[src/arb_table_pkg.sv]
/*
 * shared constants and types for the port arbitration phase table:
 * register offsets, reset contents, slot encoding and bus carriers.
 * assumes an axi4-lite master with 32-bit data and 12-bit byte addresses.
 */
// Notes on behaviour
// - each phase is a 4-bit port slot, eight per word, phase 0 lowest
// - a slot naming an invalid port is skipped at once, costing no period
// - codes zero, two, four and six select ports 0, 2, 4 and 6
// - odd codes and codes eight to fifteen are reserved, never valid ports
// - pending bit sets on an upstream table write with any strobe set, clears when load completes or while downstream
// - load bit copies table into arbiter on the upstream port only, writing zero does nothing, reads 0
package arb_table_pkg;

    // ------------------------------------------------------------------
    // register map
    // ------------------------------------------------------------------
    localparam logic [11:0] ADDR_PHASES_0_TO_7 = 12'h220;
    localparam logic [11:0] ADDR_PHASES_8_TO_15 = 12'h224;
    localparam logic [11:0] ADDR_LOAD_CTL = 12'h214;
    localparam logic [11:0] ADDR_LOAD_STS = 12'h218;
    localparam int LOAD_BIT = 16;
    localparam int PENDING_BIT = 16;

    localparam logic [31:0] RESET_PHASES_0_TO_7 = 32'h4264_2642;
    localparam logic [31:0] RESET_PHASES_8_TO_15 = 32'h2642_6426;

    // ------------------------------------------------------------------
    // slot layout and encoding
    // ------------------------------------------------------------------
    localparam int SLOT_BITS = 4;
    localparam int NUM_PHASES = 16;
    localparam int PHASE_BITS = 4;
    localparam int LOAD_CYCLES = 2;
    localparam logic [3:0] PORT_CODE_MAX = 4'h6;

    localparam logic [1:0] RESP_OKAY = 2'h0;
    localparam logic [1:0] RESP_SLVERR = 2'h2;

    typedef struct packed {
        logic valid;
        logic [3:0] port;
        logic [3:0] phase;
    } grant_t;

    typedef enum {LOAD_IDLE, LOAD_COPY} load_state_t;

endpackage

[src/phase_table_mem.sv]
/*
 * active arbitration table: sixteen 4-bit slots held in flops, loaded
 * as a whole from the shadow words, read out through a register.
 * assumes the loader holds load high only for a single cycle.
 */
`timescale 1ns/1ps
module phase_table_mem
    import arb_table_pkg::*;
#(
    parameter int DEPTH = NUM_PHASES
)
(
    input wire logic core_clk_i,
    input wire logic rst_i,
    input wire logic load_i,
    input wire logic [DEPTH*SLOT_BITS-1:0] shadow_i,
    input wire logic [PHASE_BITS-1:0] rd_phase_i,
    output logic [SLOT_BITS-1:0] rd_port_o
);
    logic [DEPTH*SLOT_BITS-1:0] active;
    wire [SLOT_BITS-1:0] sel_slot = active[rd_phase_i*SLOT_BITS +: SLOT_BITS];

    always_ff @(posedge core_clk_i or posedge rst_i)
    begin
        if (rst_i)
        begin
            active <= {RESET_PHASES_8_TO_15, RESET_PHASES_0_TO_7};
            rd_port_o <= '0;
        end
        else
        begin
            if (load_i)
                active <= shadow_i;
            rd_port_o <= sel_slot;
        end
    end
endmodule

[src/port_arbitration_phase_table.sv]
/*
 * port arbitration phase table for phases 0 to 15 with its axi4-lite
 * register slave, load control, pending status and the phase walker
 * that hands one granted port per arbitration period to the engine.
 * assumes the engine raises period_done_i for one cycle when a
 * period ends and that this instance sits on the upstream port
 * unless upstream_i is low.
 */
`timescale 1ns/1ps
module port_arbitration_phase_table
    import arb_table_pkg::*;
(
    input wire logic core_clk_i,
    input wire logic rst_i,
    input wire logic upstream_i,
    input wire logic period_done_i,
    input wire logic [11:0] s_axi_awaddr_i,
    input wire logic s_axi_awvalid_i,
    output logic s_axi_awready_o,
    input wire logic [31:0] s_axi_wdata_i,
    input wire logic [3:0] s_axi_wstrb_i,
    input wire logic s_axi_wvalid_i,
    output logic s_axi_wready_o,
    output logic [1:0] s_axi_bresp_o,
    output logic s_axi_bvalid_o,
    input wire logic s_axi_bready_i,
    input wire logic [11:0] s_axi_araddr_i,
    input wire logic s_axi_arvalid_i,
    output logic s_axi_arready_o,
    output logic [31:0] s_axi_rdata_o,
    output logic [1:0] s_axi_rresp_o,
    output logic s_axi_rvalid_o,
    input wire logic s_axi_rready_i,
    output grant_t grant_o
);
    // ------------------------------------------------------------------
    // write channel capture
    // ------------------------------------------------------------------
    logic aw_held, w_held;
    logic [11:0] aw_addr;
    logic [31:0] w_data;
    logic [3:0] w_strb;
    logic [31:0] word0, word1;
    logic pending;
    load_state_t load_state;
    logic [1:0] load_cnt;

    wire aw_take = s_axi_awvalid_i && s_axi_awready_o;
    wire w_take = s_axi_wvalid_i && s_axi_wready_o;
    wire do_write = aw_held && w_held && !s_axi_bvalid_o;
    wire wr_t0 = do_write && aw_addr == ADDR_PHASES_0_TO_7;
    wire wr_t1 = do_write && aw_addr == ADDR_PHASES_8_TO_15;
    wire wr_ctl = do_write && aw_addr == ADDR_LOAD_CTL;
    wire wr_sts = do_write && aw_addr == ADDR_LOAD_STS;
    wire wr_ok = wr_t0 || wr_t1 || wr_ctl || wr_sts;
    wire [31:0] strb_mask = {{8{w_strb[3]}}, {8{w_strb[2]}},
                             {8{w_strb[1]}}, {8{w_strb[0]}}};
    wire [31:0] next_word0 = (word0 & ~strb_mask) | (w_data & strb_mask);
    wire [31:0] next_word1 = (word1 & ~strb_mask) | (w_data & strb_mask);
    wire table_write = (wr_t0 || wr_t1) && (|w_strb);
    wire load_req = wr_ctl && w_strb[LOAD_BIT/8] && w_data[LOAD_BIT]
                    && upstream_i;

    always_ff @(posedge core_clk_i or posedge rst_i)
    begin
        if (rst_i)
        begin
            aw_held <= 1'b0;
            w_held <= 1'b0;
            aw_addr <= '0;
            w_data <= '0;
            w_strb <= '0;
            s_axi_awready_o <= 1'b0;
            s_axi_wready_o <= 1'b0;
            s_axi_bvalid_o <= 1'b0;
            s_axi_bresp_o <= RESP_OKAY;
        end
        else
        begin
            s_axi_awready_o <= !aw_held && !aw_take && !s_axi_bvalid_o;
            s_axi_wready_o <= !w_held && !w_take && !s_axi_bvalid_o;
            if (aw_take)
            begin
                aw_held <= 1'b1;
                aw_addr <= {s_axi_awaddr_i[11:2], 2'b00};
            end
            if (w_take)
            begin
                w_held <= 1'b1;
                w_data <= s_axi_wdata_i;
                w_strb <= s_axi_wstrb_i;
            end
            if (do_write)
            begin
                aw_held <= 1'b0;
                w_held <= 1'b0;
                s_axi_bvalid_o <= 1'b1;
                s_axi_bresp_o <= wr_ok ? RESP_OKAY : RESP_SLVERR;
            end
            else if (s_axi_bvalid_o && s_axi_bready_i)
                s_axi_bvalid_o <= 1'b0;
        end
    end

    // ------------------------------------------------------------------
    // shadow table words
    // ------------------------------------------------------------------
    // eight nibble slots per word
    always_ff @(posedge core_clk_i or posedge rst_i)
    begin
        if (rst_i)
        begin
            word0 <= RESET_PHASES_0_TO_7;
            word1 <= RESET_PHASES_8_TO_15;
        end
        else
        begin
            if (wr_t0)
                word0 <= next_word0;
            if (wr_t1)
                word1 <= next_word1;
        end
    end

    // ------------------------------------------------------------------
    // load sequencer and pending status
    // ------------------------------------------------------------------
    wire load_pulse = load_state == LOAD_COPY && load_cnt == '0;
    wire load_done = load_state == LOAD_COPY
                     && load_cnt == 2'(LOAD_CYCLES - 1);

    always_ff @(posedge core_clk_i or posedge rst_i)
    begin
        if (rst_i)
        begin
            load_state <= LOAD_IDLE;
            load_cnt <= '0;
            pending <= 1'b0;
        end
        else
        begin
            case (load_state)
                LOAD_IDLE:
                begin
                    load_cnt <= '0;
                    if (load_req)
                        load_state <= LOAD_COPY;
                end
                LOAD_COPY:
                begin
                    load_cnt <= load_cnt + 2'd1;
                    if (load_done)
                        load_state <= LOAD_IDLE;
                end
                default: load_state <= LOAD_IDLE;
            endcase
            // write sets, finish clears; a write wins the tie
            if (table_write && upstream_i)
                pending <= 1'b1;
            else if (load_done || !upstream_i)
                pending <= 1'b0;
        end
    end

    // ------------------------------------------------------------------
    // read channel
    // ------------------------------------------------------------------
    wire ar_take = s_axi_arvalid_i && s_axi_arready_o;
    wire [11:0] ar_addr = {s_axi_araddr_i[11:2], 2'b00};
    wire rd_hit = ar_addr == ADDR_PHASES_0_TO_7
                  || ar_addr == ADDR_PHASES_8_TO_15
                  || ar_addr == ADDR_LOAD_CTL || ar_addr == ADDR_LOAD_STS;
    wire [31:0] rd_word =
        ar_addr == ADDR_PHASES_0_TO_7 ? word0 :
        ar_addr == ADDR_PHASES_8_TO_15 ? word1 :
        ar_addr == ADDR_LOAD_STS ? 32'(pending) << PENDING_BIT : 32'h0;

    always_ff @(posedge core_clk_i or posedge rst_i)
    begin
        if (rst_i)
        begin
            s_axi_arready_o <= 1'b0;
            s_axi_rvalid_o <= 1'b0;
            s_axi_rdata_o <= '0;
            s_axi_rresp_o <= RESP_OKAY;
        end
        else
        begin
            s_axi_arready_o <= !s_axi_rvalid_o && !ar_take;
            if (ar_take)
            begin
                s_axi_rvalid_o <= 1'b1;
                s_axi_rdata_o <= rd_word;
                s_axi_rresp_o <= rd_hit ? RESP_OKAY : RESP_SLVERR;
            end
            else if (s_axi_rvalid_o && s_axi_rready_i)
                s_axi_rvalid_o <= 1'b0;
        end
    end

    // ------------------------------------------------------------------
    // phase walker
    // ------------------------------------------------------------------
    logic [PHASE_BITS-1:0] phase;
    logic [SLOT_BITS-1:0] slot_port;
    logic walk_live;

    phase_table_mem #(.DEPTH(NUM_PHASES)) u_mem (
        .core_clk_i(core_clk_i),
        .rst_i(rst_i),
        .load_i(load_pulse),
        .shadow_i({word1, word0}),
        .rd_phase_i(phase),
        .rd_port_o(slot_port)
    );

    // even codes up to six are ports, rest reserved
    wire slot_valid = !slot_port[0] && slot_port <= PORT_CODE_MAX;
    // invalid slot advances next cycle without a grant
    wire advance = walk_live && (!slot_valid || period_done_i);

    always_ff @(posedge core_clk_i or posedge rst_i)
    begin
        if (rst_i)
        begin
            phase <= '0;
            walk_live <= 1'b0;
            grant_o <= '0;
        end
        else
        begin
            if (load_pulse)
                phase <= '0;
            else if (advance)
                phase <= phase + 4'd1;
            // slot read lags the phase by a cycle: wait until it lands
            walk_live <= !advance && !load_pulse;
            grant_o.valid <= walk_live && slot_valid && !advance
                             && !load_pulse;
            grant_o.port <= slot_port;
            grant_o.phase <= phase;
        end
    end
endmodule

[config.mk]
export PLATFORM = sky130hd
export DESIGN_NAME = port_arbitration_phase_table
export DESIGN_NICKNAME = d
export VERILOG_FILES = /design/src/arb_table_pkg.sv /design/src/phase_table_mem.sv /design/src/port_arbitration_phase_table.sv
export SDC_FILE = /design/constraint.sdc
export NUM_CORES = 1
export LEC_CHECK = 0
export BUFFER_PORTS_ARGS = -buffer_cell sky130_fd_sc_hd__buf_2
export CORE_ASPECT_RATIO = 1.75
export CORE_MARGIN = 2
export CORE_UTILIZATION = 62
export CTS_CLUSTER_DIAMETER = 150
export CTS_CLUSTER_SIZE = 14
export DETAILED_ROUTE_END_ITERATION = 6
export PLACE_DENSITY = 0.82
export SLEW_MARGIN = 30
export SYNTH_ARGS = -nofsm -noshare
export SYNTH_HDL_FRONTEND = slang
export SYNTH_SLANG_ARGS = --single-unit
[constraint.sdc]
create_clock -name core_clk_i -period 20.8 [get_ports core_clk_i]
set_clock_uncertainty 0.1 [all_clocks]
set_input_delay 2.08 -clock core_clk_i [delete_from_list [all_inputs] [get_ports core_clk_i]]
set_output_delay 2.08 -clock core_clk_i [all_outputs]
set_load 0.02 [all_outputs]
# --- Yosys cells after proc, flatten, opt, wreduce, memory -nomap -nowiden ---
# Cells that the tools add are included.
totals:
  inputBits: 69
  ff_bits: 270
  elab_cells: 129
op_classes:
  muxes: 21
  eq_ne: 13
  n_lt_le_gt_ge: 1
  n_shift: 1
  n_addsub: 2
  reduce_logical: 60
  bitwise_logic: 6
ops:
  columns: ["operator", "count"]
  rows:
  - ["32-bit 2-to-1 mux", 4]
  - ["32-bit AND", 3]
  - ["10-bit by 8-bit == test with 1-bit output (second input constant)", 8]
  - ["32-bit bitwise OR", 2]
  - ["32-bit case mux with 2 select lines", 1]
  - ["64-bit by 7-bit variable part select with 4-bit output", 1]
  - ["32-bit by 1-bit == test with 1-bit output (second input constant)", 1]
  - ["32-bit by 2-bit == test with 1-bit output (second input constant)", 1]
  - ["32-bit zero test", 1]
  - ["32-bit inverter", 1]
  - ["1-bit logical AND", 29]
  - ["17-bit 2-to-1 mux", 1]
  - ["2-bit nonzero test", 7]
  - ["1-bit zero test", 12]
  - ["1-bit 2-to-1 mux", 10]
  - ["1-bit logical OR", 8]
  - ["4-bit 2-to-1 mux", 2]
  - ["4-bit by 1-bit adder with 4-bit output (second input constant)", 1]
  - ["4-bit by 3-bit less-or-equal comparator with 1-bit output (second input constant)", 1]
  - ["2-bit 2-to-1 mux", 2]
  - ["2-bit inequality test (second input constant)", 2]
  - ["2-bit case mux with 2 select lines", 1]
  - ["4-bit OR reduction", 1]
  - ["2-bit by 1-bit adder with 2-bit output (second input constant)", 1]
  - ["other kinds (3)", 3]

# --- Depth between registers and ports, before layout ---
# Gate-level depths: netlist of the first run.
depth:
  ltp_word: 8
  mapped_depth: 8

# --- Modules after synthesis ---
# From an unflattened synthesis of the first run, not the netlist that was laid out.
unflattened:
  cells_unflattened: 658
  area_unflattened_um2: 9960.8
by_module_without_submodules:
  columns: ["module", "area_each_um2", "cells_per_inst", "n_inst"]
  rows:
  - ["port_arbitration_phase_table", 6920.4, 479, 1]
  - ["phase_table_mem", 3040.4, 179, 1]

# --- Worst setup path before layout of the first run ---
# OpenSTA, ideal clock, no wires.
synth_timing:
  path_kind: "input-to-reg"
  startpoint: "input s_axi_araddr_i[2]"
  endpoint: "register s_axi_rdata_o[10]"
  cell_stages: 4
  setup_slack_ns: 17.464
  arrival_ns: 3.101
  setup_time_ns: 0.135
  path_cell_list: "clkbuf_1 > buf_1 > mux2i_1 > o31ai_1"
synth_via:
  elab_chain_len: 3
  elab_cells_between_ends: 4
  classes_between: "2 x eq/ne; 2 x mux"
synth_rtl:
  columns: ["item", "line_no", "source"]
  rows:
  - ["start: declaration", "port_arbitration_phase_table.sv:27", "input wire logic [11:0] s_axi_araddr_i,"]
  - ["10-bit by 8-bit == test with 1-bit output", "port_arbitration_phase_table.sv:175", "ar_addr == ADDR_PHASES_8_TO_15 ? word1 :"]
  - ["32-bit 2-to-1 mux", "port_arbitration_phase_table.sv:175", null]
  - ["32-bit 2-to-1 mux (*)", "port_arbitration_phase_table.sv:174", "ar_addr == ADDR_PHASES_0_TO_7 ? word0 :"]
  - ["end signal: assignment", "port_arbitration_phase_table.sv:193", "s_axi_rdata_o <= rd_word;"]
  - ["end: declaration", "port_arbitration_phase_table.sv:30", "output logic [31:0] s_axi_rdata_o,"]
# Every way passes the cells marked *; elsewhere a longest branch is shown, timed or not.
# A chain may end at the register's enable or synchronous reset.

# --- Worst setup path in the final report of the first run ---
layout_timing:
  startpoint: "register s_axi_arready_o"
  endpoint: "output s_axi_arready_o"
layout_lines:
  columns: ["item", "line_no", "source"]
  rows:
  - ["start: declaration", "port_arbitration_phase_table.sv:29", "output logic s_axi_arready_o,"]
  - ["start signal: assignment", "port_arbitration_phase_table.sv:189", "s_axi_arready_o <= !s_axi_rvalid_o && !ar_take;"]
# No word-level cell between the ends.

==> results of run 1 <==
==> cells by family after synthesis <==
group / after synthesis
compound gates: 50
xor+xnor: 5
fa+ha+maj: 3
buf+inv: 49
flops: 237
mux: 158
other cells: 1
simple gates: 290
==> cells in the final DEF (no fill, tap or decap), types with 2 or more instances in the layout <==
| cell | Yosys | final |
|---|---|---|
| sky130_fd_sc_hd__a21oi_1 | 3 | 3 |
| sky130_fd_sc_hd__a22oi_1 | 5 | 5 |
| sky130_fd_sc_hd__and2_1 | 4 | 3 |
| sky130_fd_sc_hd__buf_2 | 5 | 112 |
| sky130_fd_sc_hd__buf_4 | 3 | 8 |
| sky130_fd_sc_hd__clkbuf_1 | 28 | 14 |
| sky130_fd_sc_hd__clkbuf_16 | 0 | 21 |
| sky130_fd_sc_hd__conb_1 | 1 | 2 |
| sky130_fd_sc_hd__dfrtp_1 | 195 | 194 |
| sky130_fd_sc_hd__dfstp_2 | 42 | 42 |
| sky130_fd_sc_hd__ha_1 | 3 | 3 |
| sky130_fd_sc_hd__inv_1 | 6 | 5 |
| sky130_fd_sc_hd__mux2_1 | 2 | 2 |
| sky130_fd_sc_hd__mux2_2 | 108 | 108 |
| sky130_fd_sc_hd__mux2i_1 | 32 | 32 |
| sky130_fd_sc_hd__mux4_2 | 16 | 16 |
| sky130_fd_sc_hd__nand2_1 | 239 | 237 |
| sky130_fd_sc_hd__nand2_2 | 0 | 2 |
| sky130_fd_sc_hd__nand2b_1 | 3 | 3 |
| sky130_fd_sc_hd__nand3_1 | 9 | 9 |
| sky130_fd_sc_hd__nand3_2 | 4 | 4 |
| sky130_fd_sc_hd__nand3b_1 | 2 | 2 |
| sky130_fd_sc_hd__nand4_1 | 2 | 2 |
| sky130_fd_sc_hd__nor2_1 | 9 | 9 |
| sky130_fd_sc_hd__nor2b_1 | 4 | 4 |
| sky130_fd_sc_hd__nor3b_1 | 2 | 2 |
| sky130_fd_sc_hd__nor3b_4 | 4 | 4 |
| sky130_fd_sc_hd__nor4_1 | 2 | 2 |
| sky130_fd_sc_hd__o21ai_0 | 4 | 4 |
| sky130_fd_sc_hd__o31ai_1 | 31 | 31 |
| sky130_fd_sc_hd__o41ai_1 | 4 | 4 |
| sky130_fd_sc_hd__xnor2_1 | 2 | 2 |
| sky130_fd_sc_hd__xor2_1 | 3 | 3 |
==> stage by stage <==
step	instances	cell area, sq um
after global routing	1096	11150
final	1096	11150
after floorplan	794	9853
after CTS	1095	11120
after global placement	1060	10550
after detailed placement	1060	10550
==> final timing paths <==
kind | startpoint | endpoint | slack [ns] | cells past startpoint
max | s_axi_arready_o$_DFF_PP0_ | s_axi_arready_o | 17.56 | 1
min | u_mem.rd_port_o[1]$_DFF_PP0_ | grant_o[5]$_DFF_PP0_ | 0.25 | 0
max reg2reg | aw_addr[6]$_DFFE_PP0P_ | flop | 18.45 | 4
min reg2reg | u_mem.rd_port_o[1]$_DFF_PP0_ | grant_o[5]$_DFF_PP0_ | 0.25 | 0
max in group asynchronous | rst_i | phase[0]$_DFFE_PP0P_ | 17.78 | 3
min in group asynchronous | rst_i | s_axi_rdata_o[1]$_DFFE_PP0P_ | 1.59 | 2
==> synthesized netlist by cell type (5+ instances only) <==
cell and n:
sky130_fd_sc_hd__nor2_1 9, sky130_fd_sc_hd__dfrtp_1 195, sky130_fd_sc_hd__inv_1 6, sky130_fd_sc_hd__buf_2 5
sky130_fd_sc_hd__dfstp_2 42, sky130_fd_sc_hd__clkbuf_1 28, sky130_fd_sc_hd__o31ai_1 31, sky130_fd_sc_hd__nand2_1 239
sky130_fd_sc_hd__nand3_1 9, sky130_fd_sc_hd__buf_1 7, sky130_fd_sc_hd__mux2_2 108, sky130_fd_sc_hd__mux2i_1 32
sky130_fd_sc_hd__a22oi_1 5, sky130_fd_sc_hd__mux4_2 16
==> cell type report <==
type / count / area share (%)
flip-flops and latches: 237 / 53.66
multi-input cells: 508 / 32.95
repair buffers: 121 / 5.812
clock buffers: 35 / 5.183
well taps: 189 / 2.121
inverters: 6 / 0.2693
==> where the power goes <==
part / switching, uW / total [uW] / internal [uW]
combinational: 74.4 / 164 / 89.3
sequential: 82.4 / 610 / 527
clock: 156 / 344 / 188
total: 313 / 1120 / 805
==> per-layer routing <==
| layer | vias up | track usage, % | wire, um |
|---|---|---|---|
| met4 | 0 | 11.97 | 977 |
| met2 | 180 | 47.91 | 12050 |
| met3 | 51 | 3.145 | 877 |
| met1 | 3263 | 29.94 | 7451 |
| met5 | - | 0 | 0 |
| li1 | 2897 | - | - |
==> flow_summary.yaml, run 1 <==
synth:
  synth_top_family_by_area: "multiplexers"
  synth_enable_flop_cells: 0
  synth_area_in_compound_gates_pct: 3.684
  synth-async-reset-ratio_pct: 100.0
  yosys_most_used_dff: "sky130_fd_sc_hd__dfrtp_1"
  synthMuxAreaShare_pct: 19.49
  netlist-cell-type-count: 41
  synth.yosys.warnings: 0
  synthesis.area_per_instance_sq_um: 12.42
  synth_largest_type_area_fraction_pct: 49.54
  yosys.area_share.adder_pct: 0.3811
  xor_xnor_portion_of_the_synthesized_cell_area_pct: 0.4446
  syn-instance-count: 793
  synthesis.area_sq_um: 9849
  synth_seq_cells: 237
  post_synth_and_or_nand_nor_area_fraction_pct: 13.17
  synthTopCellsByArea: "sky130_fd_sc_hd__dfrtp_1, sky130_fd_sc_hd__mux2_2, sky130_fd_sc_hd__dfstp_2"
  cell_taking_the_most_area_after_synthesis: "sky130_fd_sc_hd__dfrtp_1"
  yosysSeqAreaShare_pct: 60.75
clocking:
  htreeDepth: 1
  cts_tree: "built"
  ctsRootBufferMaster: "sky130_fd_sc_hd__clkbuf_16"
  post_cts_repair_setup_buffers: 0
  clockBufferDepth: 3
  cts_resized: 0
  insertion_delay_ns: 0.49
  path_clk_slew_ns: 0.07
  cts_inserted_buffers: 20
  cts-hold-fix-buffers: 0
  tritoncts_num_sinks: 237
pwr:
  p_per_area_nw_per_um2: 100.2
  worst_ir_drop_on_vdd_mv: 0.08274
  power_uw: 1118
  leakage_power_of_the_design_uw: 0.005524
placed_design:
  routability_driven_placement_congestion_ratio: 0.8190
  detailedPlacementHpwl_um: 13950
  placement.io_buffers: 112
  dp_slack_ns: 17.01
die:
  die_width_um: 99.28
  floorplan_core_area_sq_um: 15720
  die_area_sq_um: 16950
  die_y_um: 170.7
  rows: 61
  ios: 119
  initial_core_util_pct: 62.65
route:
  drt_first_iter_violations: 375
  num_vias: 6391
  route.detailed.drc: 0
  drt_pass1_iterations: 4
  viasPerCell: 5.831
  drt-wirelength-per-cell_um: 19.48
  antenna_violating_nets_post_route: 0
  totalWireLength_um: 21360
critical_path:
  timing.critical_path.cells: "buf_2"
  crit_path_max_fanout: 3
  worstSetupEndpointType: "output port"
  slowest_delay_ns: 0.40
  crit_arrival_ns: 1.06
  setup.worst_path.class: "flop to output port"
  timing.critical_path.slowest_stage_cell: "sky130_fd_sc_hd__dfrtp_1"
  timing.critical_path.buf_inv: 1
  startpoint_kind_of_the_worst_setup_timing_path: "flop"
  crit_required_ns: 18.62
  crit_family: "flip-flops"
layout:
  multi_input_comb_area_sq_um: 3675
  syn_to_final_growth_pct: 13.22
  post_route_cells_drive_above_1_share_pct: 35.72
  seqCellArea_sq_um: 5984
  utilization_pct: 70.93
  fill_cell_instance_count_of_the_final_layout: 1114
  final_nets: 966
  antenna_cells: 0
sta:
  finalWorstSetupSlack_ns: 17.56
  finalCritPeriodShare_pct: 15.59
  final_setup_violating_endpoints: 0
  hold_viol: 0
  maxSlewViolCount: 0
  rsz_0062_raised_after_global_routing: "false"
  finalCriticalPeriod_ns: 3.243
  timing.slew.headroom_pct: 43.16
  setup_tns_ns: 0
  worst_case_hold_slack_ns: 0.2473
  worst_pin_slew_ns: 0.8526
  clock.fmax_mhz: 308.3
global_route:
  global_route_wire_length_before_repair_um: 34590
  grt_remaining_overflow: 0
  grt_antenna_before_repair: 0
  grt_start_max_net_pins: 111
  grt_pass1_vias: 6735
  total_track_usage_pct: 26.04
job:
  drv.max_cap_violation_count: 0
status:
  run_status: "complete, no violations"
worst_hold_path:
  worst_hold_path_type: "flop to flop"
No activity file was read; power rests on OpenSTA's default activity.
==> inputs of run 2 (changes only) <==
CORE_UTILIZATION = 52   (was 62)
PLACE_DENSITY = 0.73   (was 0.82)
clock period = 2.7 ns   (was 20.8 ns; I/O delays follow)
==> flow_summary.yaml, run 2 (synthesized netlist as in run 1, its figures left out) <==
pwr:
  clockPowerShare_pct: 30.7
  p_per_area_nw_per_um2: 734.4
  leakage_power_of_the_design_uw: 0.005786
  seq_power_share_pct: 52.6
  comb_pwr_share_pct: 16.7
  worst_ir_drop_on_vdd_mv: 0.6414
  p_switching_uw: 2415
  p_int_uw: 6281
  power.share.switching_pct: 27.77
status:
  run_status: "complete, no violations"
die:
  die_y_um: 186.1
  ios: 119
  initial_core_util_pct: 53.01
  floorplan_core_area_sq_um: 18580
  rows: 66
  die_area_sq_um: 20100
  die_width_um: 108.0
worst_hold_path:
  worst_hold_path_startpoint: "s_axi_araddr_i[4]"
  worst_hold_path_type: "primary input to flop"
  timing.hold.worst_path_depth: 4
placed_design:
  detailedPlacementHpwl_um: 14500
  routability_driven_placement_congestion_ratio: 0.8030
  placedInstanceArea_sq_um: 10720
  placement.io_buffers: 112
  post-place-cells: 1115
sta:
  timing.slew.headroom_pct: 56.58
  finalCriticalPeriod_ns: 2.241
  finalCritPeriodShare_pct: 82.98
  rsz_0062_raised_after_global_routing: "false"
  hold_viol: 0
  clock.fmax_mhz: 446.3
  maxSlewViolCount: 0
  worst_pin_slew_ns: 0.6499
  final_setup_violating_endpoints: 0
  worst_case_hold_slack_ns: 0.03098
route:
  drt-wirelength-per-cell_um: 17.37
  drt_first_iter_violations: 274
  route.detailed.drc: 0
  viasPerCell: 5.298
  totalWireLength_um: 20910
  num_vias: 6379
  antenna_violating_nets_post_route: 0
  drt_pass1_iterations: 4
layout:
  layout.cells.non_filler: 1204
  commonest_non_fill_non_tap_cell_in_the_layout: "sky130_fd_sc_hd__nand2_1"
  syn_to_final_growth_pct: 20.22
  final_nets: 1025
  post_route_cells_drive_above_1_share_pct: 33.95
  fill_cell_instance_count_of_the_final_layout: 1503
  final_cell_mix: "sky130_fd_sc_hd__nand2_1, sky130_fd_sc_hd__dfrtp_1, sky130_fd_sc_hd__buf_2"
  stdcell_area_sq_um: 11840
  antenna_cells: 0
global_route:
  total_track_usage_pct: 21.57
  grt_pass1_vias: 6585
  grt_start_max_net_pins: 83
  grt_remaining_overflow: 0
  grt_antenna_before_repair: 0
  global_route_wire_length_before_repair_um: 33750
critical_path:
  slowest_delay_ns: 0.55
  timing.critical_path.slowest_stage_cell: "sky130_fd_sc_hd__nor3b_4"
  timing.critical_path.cells: "nor4b_4 > nand4_4 > nor3b_4 > mux2_2"
  crit_family: "simple AND/OR/NAND/NOR gates"
  startpoint_kind_of_the_worst_setup_timing_path: "flop"
  critical_path.startpoint: "aw_addr[6]$_DFFE_PP0P_"
  crit_arrival_ns: 2.51
  crit_path_max_fanout: 8
  cp_num_cells: 4
  worstSetupEndpointType: "flop"
  worst-r2r-cell-count: 4
  startpoint_of_the_worst_register_to_register_path: "aw_addr[6]$_DFFE_PP0P_"
  crit_required_ns: 2.97
  timing.critical_path.buf_inv: 0
  setup.worst_path.class: "flop to flop"
job:
  drv.max_cap_violation_count: 0
clocking:
  tritoncts_num_sinks: 237
  cts_inserted_buffers: 20
  insertion_delay_ns: 0.49
  ctsRootBufferMaster: "sky130_fd_sc_hd__clkbuf_16"
  cts_resized: 0
  post_cts_repair_setup_buffers: 0
  htreeDepth: 1
  cts_tree: "built"
  clockBufferDepth: 3
  path_clk_slew_ns: 0.06
-- run 2: power groups by stage --
| stage | Combinational, uW | Sequential (uW) | Clock, uW |
|---|---|---|---|
| floorplan | 1110 | 4480 | 0 |
| global placement | 1390 | 4620 | 0 |
| detailed placement | 1420 | 4640 | 0 |
| global route | 1600 | 4640 | 2880 |
| finish | 1450 | 4570 | 2670 |
| CTS | 1480 | 4580 | 2730 |
-- run 2: per-layer routing --
metal,global-route usage (%),vias to the layer above,wire length [um]
met5,0,-,0
met4,8.564,0,750
met3,2.381,40,662
met2,38.62,135,11230
met1,26.45,3176,8272
li1,-,3028,-
-- run 2: worst reg2reg max path, cell delays in order (launching register included) --
cell and delay [ns]:
sky130_fd_sc_hd__dfrtp_1 0.41, sky130_fd_sc_hd__nor4b_4 0.41, sky130_fd_sc_hd__nand4_4 0.26, sky130_fd_sc_hd__nor3b_4 0.55
sky130_fd_sc_hd__mux2_2 0.40
-- run 2: timing repair --
action | CTS | global route
hold buffers | 54 | 0
hold endpoints to repair | 73 | 0
endpoints found under the setup margin | 0 | 0
-- run 2: final cells by class --
cell class | count | area (sq um) | share of cell area [%]
flip-flops and latches | 237 | 5983 | 50.53
multi-input cells | 508 | 3675 | 31.03
repair buffers | 180 | 1281 | 10.82
clock buffers | 35 | 578.1 | 4.882
well taps | 238 | 297.8 | 2.515
inverters | 6 | 26.28 | 0.2219
-- run 2: path summary, 6_finish.rpt --
check | end | slack (ns)
min reg2reg | grant_o[6]$_DFF_PP0_ | 0.26
min | s_axi_rresp_o[1]$_DFFE_PP0P_ | 0.03
max in group asynchronous | asynchronous set/reset pin | 1.34
min in group asynchronous | u_mem.active[5]$_DFFE_PP0P_ | 0.31
max | flop | 0.46
max reg2reg | flop | 0.46
-- run 2: metrics by stage --
stage / total power, uW / setup slack (ns) / TNS [ns] / utilization [%]
finish: 8696 / 0.4595 / 0 / 63.73
global route: 9119 / 0.3597 / 0 / 63.73
CTS: 8793 / 0.4252 / 0 / 63.73
detailed placement: 6059 / 0.4370 / 0 / 57.71
global placement: 6004 / 0.4736 / 0 / 57.71
floorplan: 5588 / -0.7416 / -144.61 / -
==> inputs of run 3 (changes only) <==
CORE_UTILIZATION = 58   (was 52)
PLACE_DENSITY = 0.78   (was 0.73)
clock period = 2.3 ns   (was 2.7 ns; I/O delays follow)
==> flow_summary.yaml, run 3 (synthesized netlist as in run 1, its figures left out) <==
route:
  viasPerCell: 5.432
  drt_pass1_iterations: 4
  drt-wirelength-per-cell_um: 18.11
  drt_first_iter_violations: 333
  totalWireLength_um: 21720
  num_vias: 6513
  route.detailed.drc: 0
  antenna_violating_nets_post_route: 0
critical_path:
  crit_required_ns: 2.57
  crit_arrival_ns: 2.50
  crit_path_max_fanout: 8
  startpoint_kind_of_the_worst_setup_timing_path: "flop"
  worstSetupEndpointType: "flop"
  setup.worst_path.class: "flop to flop"
job:
  drv.max_cap_violation_count: 0
global_route:
  grt-busiest-layer: "met2"
  grt_pass1_vias: 6821
  total_track_usage_pct: 25.09
  grt_remaining_overflow: 0
  globalRouteMet1Util_pct: 29.64
  grt_start_max_net_pins: 82
  met2_track_demand_over_resource_in_global_routing_pct: 46.57
  global_route_wire_length_before_repair_um: 34980
  grt_antenna_before_repair: 0
  grt.met3_usage_pct: 2.652
sta:
  worst_pin_slew_ns: 0.7883
  final_setup_violating_endpoints: 0
  finalCriticalPeriod_ns: 2.229
  maxSlewViolCount: 0
  hold_viol: 0
  clock.fmax_mhz: 448.6
  finalCritPeriodShare_pct: 96.92
  timing.slew.headroom_pct: 47.45
  finalWorstSetupSlack_ns: 0.07073
  rsz_0062_raised_after_global_routing: "false"
pwr:
  seq_power_share_pct: 52.9
  p_per_area_nw_per_um2: 860.2
  comb_pwr_share_pct: 16.7
  p_int_uw: 7383
  worst_ir_drop_on_vdd_mv: 0.7360
  leakage_power_of_the_design_uw: 0.005819
  clockPowerShare_pct: 30.5
  power.share.switching_pct: 27.89
  p_switching_uw: 2855
  power_uw: 10240
die:
  initial_core_util_pct: 58.66
  rows: 63
  ios: 119
  die_y_um: 176.4
  die_area_sq_um: 18080
  die_width_um: 102.5
  floorplan_core_area_sq_um: 16790
clocking:
  post_cts_repair_setup_buffers: 0
  cts_tree: "built"
  path_clk_slew_ns: 0.07
  insertion_delay_ns: 0.50
  clockBufferDepth: 3
  ctsRootBufferMaster: "sky130_fd_sc_hd__clkbuf_16"
  tritoncts_num_sinks: 237
  cts_inserted_buffers: 20
  htreeDepth: 1
layout:
  stdcell_area_sq_um: 11900
  syn_to_final_growth_pct: 20.83
  final_nets: 1030
  layout.cells.non_filler: 1199
  final_cell_mix: "sky130_fd_sc_hd__nand2_1, sky130_fd_sc_hd__dfrtp_1, sky130_fd_sc_hd__buf_2"
  fill_cell_instance_count_of_the_final_layout: 1185
  antenna_cells: 0
  post_route_cells_drive_above_1_share_pct: 33.95
  commonest_non_fill_non_tap_cell_in_the_layout: "sky130_fd_sc_hd__nand2_1"
placed_design:
  placedInstanceArea_sq_um: 10750
  detailedPlacementHpwl_um: 14580
  routability_driven_placement_congestion_ratio: 0.9401
  placement.io_buffers: 112
  post-place-cells: 1106
  dp_slack_ns: 0.1001
worst_hold_path:
  worst_hold_path_type: "primary input to flop"
status:
  run_status: "complete, no violations"
==> run 3: worst paths after layout <==
kind / start / endpoint / slack [ns] / cells after the start
min in group asynchronous: rst_i / asynchronous set/reset pin / 0.13 / 3
max in group asynchronous: rst_i / asynchronous set/reset pin / 1.24 / 4
setup reg to reg: aw_addr[6]$_DFFE_PP0P_ / flop / 0.07 / 4
setup / recovery: aw_addr[6]$_DFFE_PP0P_ / flop / 0.07 / 4
hold reg to reg: u_mem.rd_port_o[2]$_DFF_PP0_ / grant_o[6]$_DFF_PP0_ / 0.25 / 0
hold / removal: s_axi_araddr_i[9] / s_axi_rresp_o[1]$_DFFE_PP0P_ / 0.05 / 4
==> run 3: per-stage QoR <==
stage	hold slack [ns]	TNS [ns]	util, %
3_5_place_dp	0.09276	0	64.02
3_3_place_gp	0.09712	0	64.02
2_1_floorplan	0.2002	-227.43	-
5_1_grt	0.09480	0	70.88
4_1_cts	0.02935	0	70.88
6_report	0.05021	0	70.88
==> run 3: metal layers <==
layer / up-vias / wire (um)
met5: - / 0
met3: 37 / 604
met2: 133 / 12370
met4: 0 / 658
met1: 3309 / 8088
li1: 3034 / -
==> run 3: layout make-up <==
cell class	instances	area (sq um)	share of cell area, %
multi-input cells	508	3675	30.88
clock buffers	36	581.8	4.889
well taps	227	284.0	2.386
inverters	6	26.28	0.2208
repair buffers	185	1351	11.35
flip-flops and latches	237	5983	50.27
==> run 3: repair_timing <==
| action | 4_1_cts | 5_1_grt |
|---|---|---|
| setup endpoints to repair | 0 | 0 |
| endpoints found under the hold margin | 253 | 0 |
| gates resized for setup | 0 | 0 |
| hold buffers | 57 | 0 |
==> run 3: power by group through the flow <==
stage          Clock (uW)  Sequential, uW  Combinational [uW]
6_report             3120            5410                1700
5_1_grt              3340            5500                1880
4_1_cts              3170            5410                1720
3_5_place_dp            0            5480                1650
3_3_place_gp            0            5440                1590
2_1_floorplan           0            5260                1300
==> run 3: critical path, stage by stage (launching register included) <==
cell	delay, ns
sky130_fd_sc_hd__dfrtp_1	0.40
sky130_fd_sc_hd__nor4b_4	0.39
sky130_fd_sc_hd__nand4_4	0.26
sky130_fd_sc_hd__nor3b_4	0.54
sky130_fd_sc_hd__mux2_2	0.41
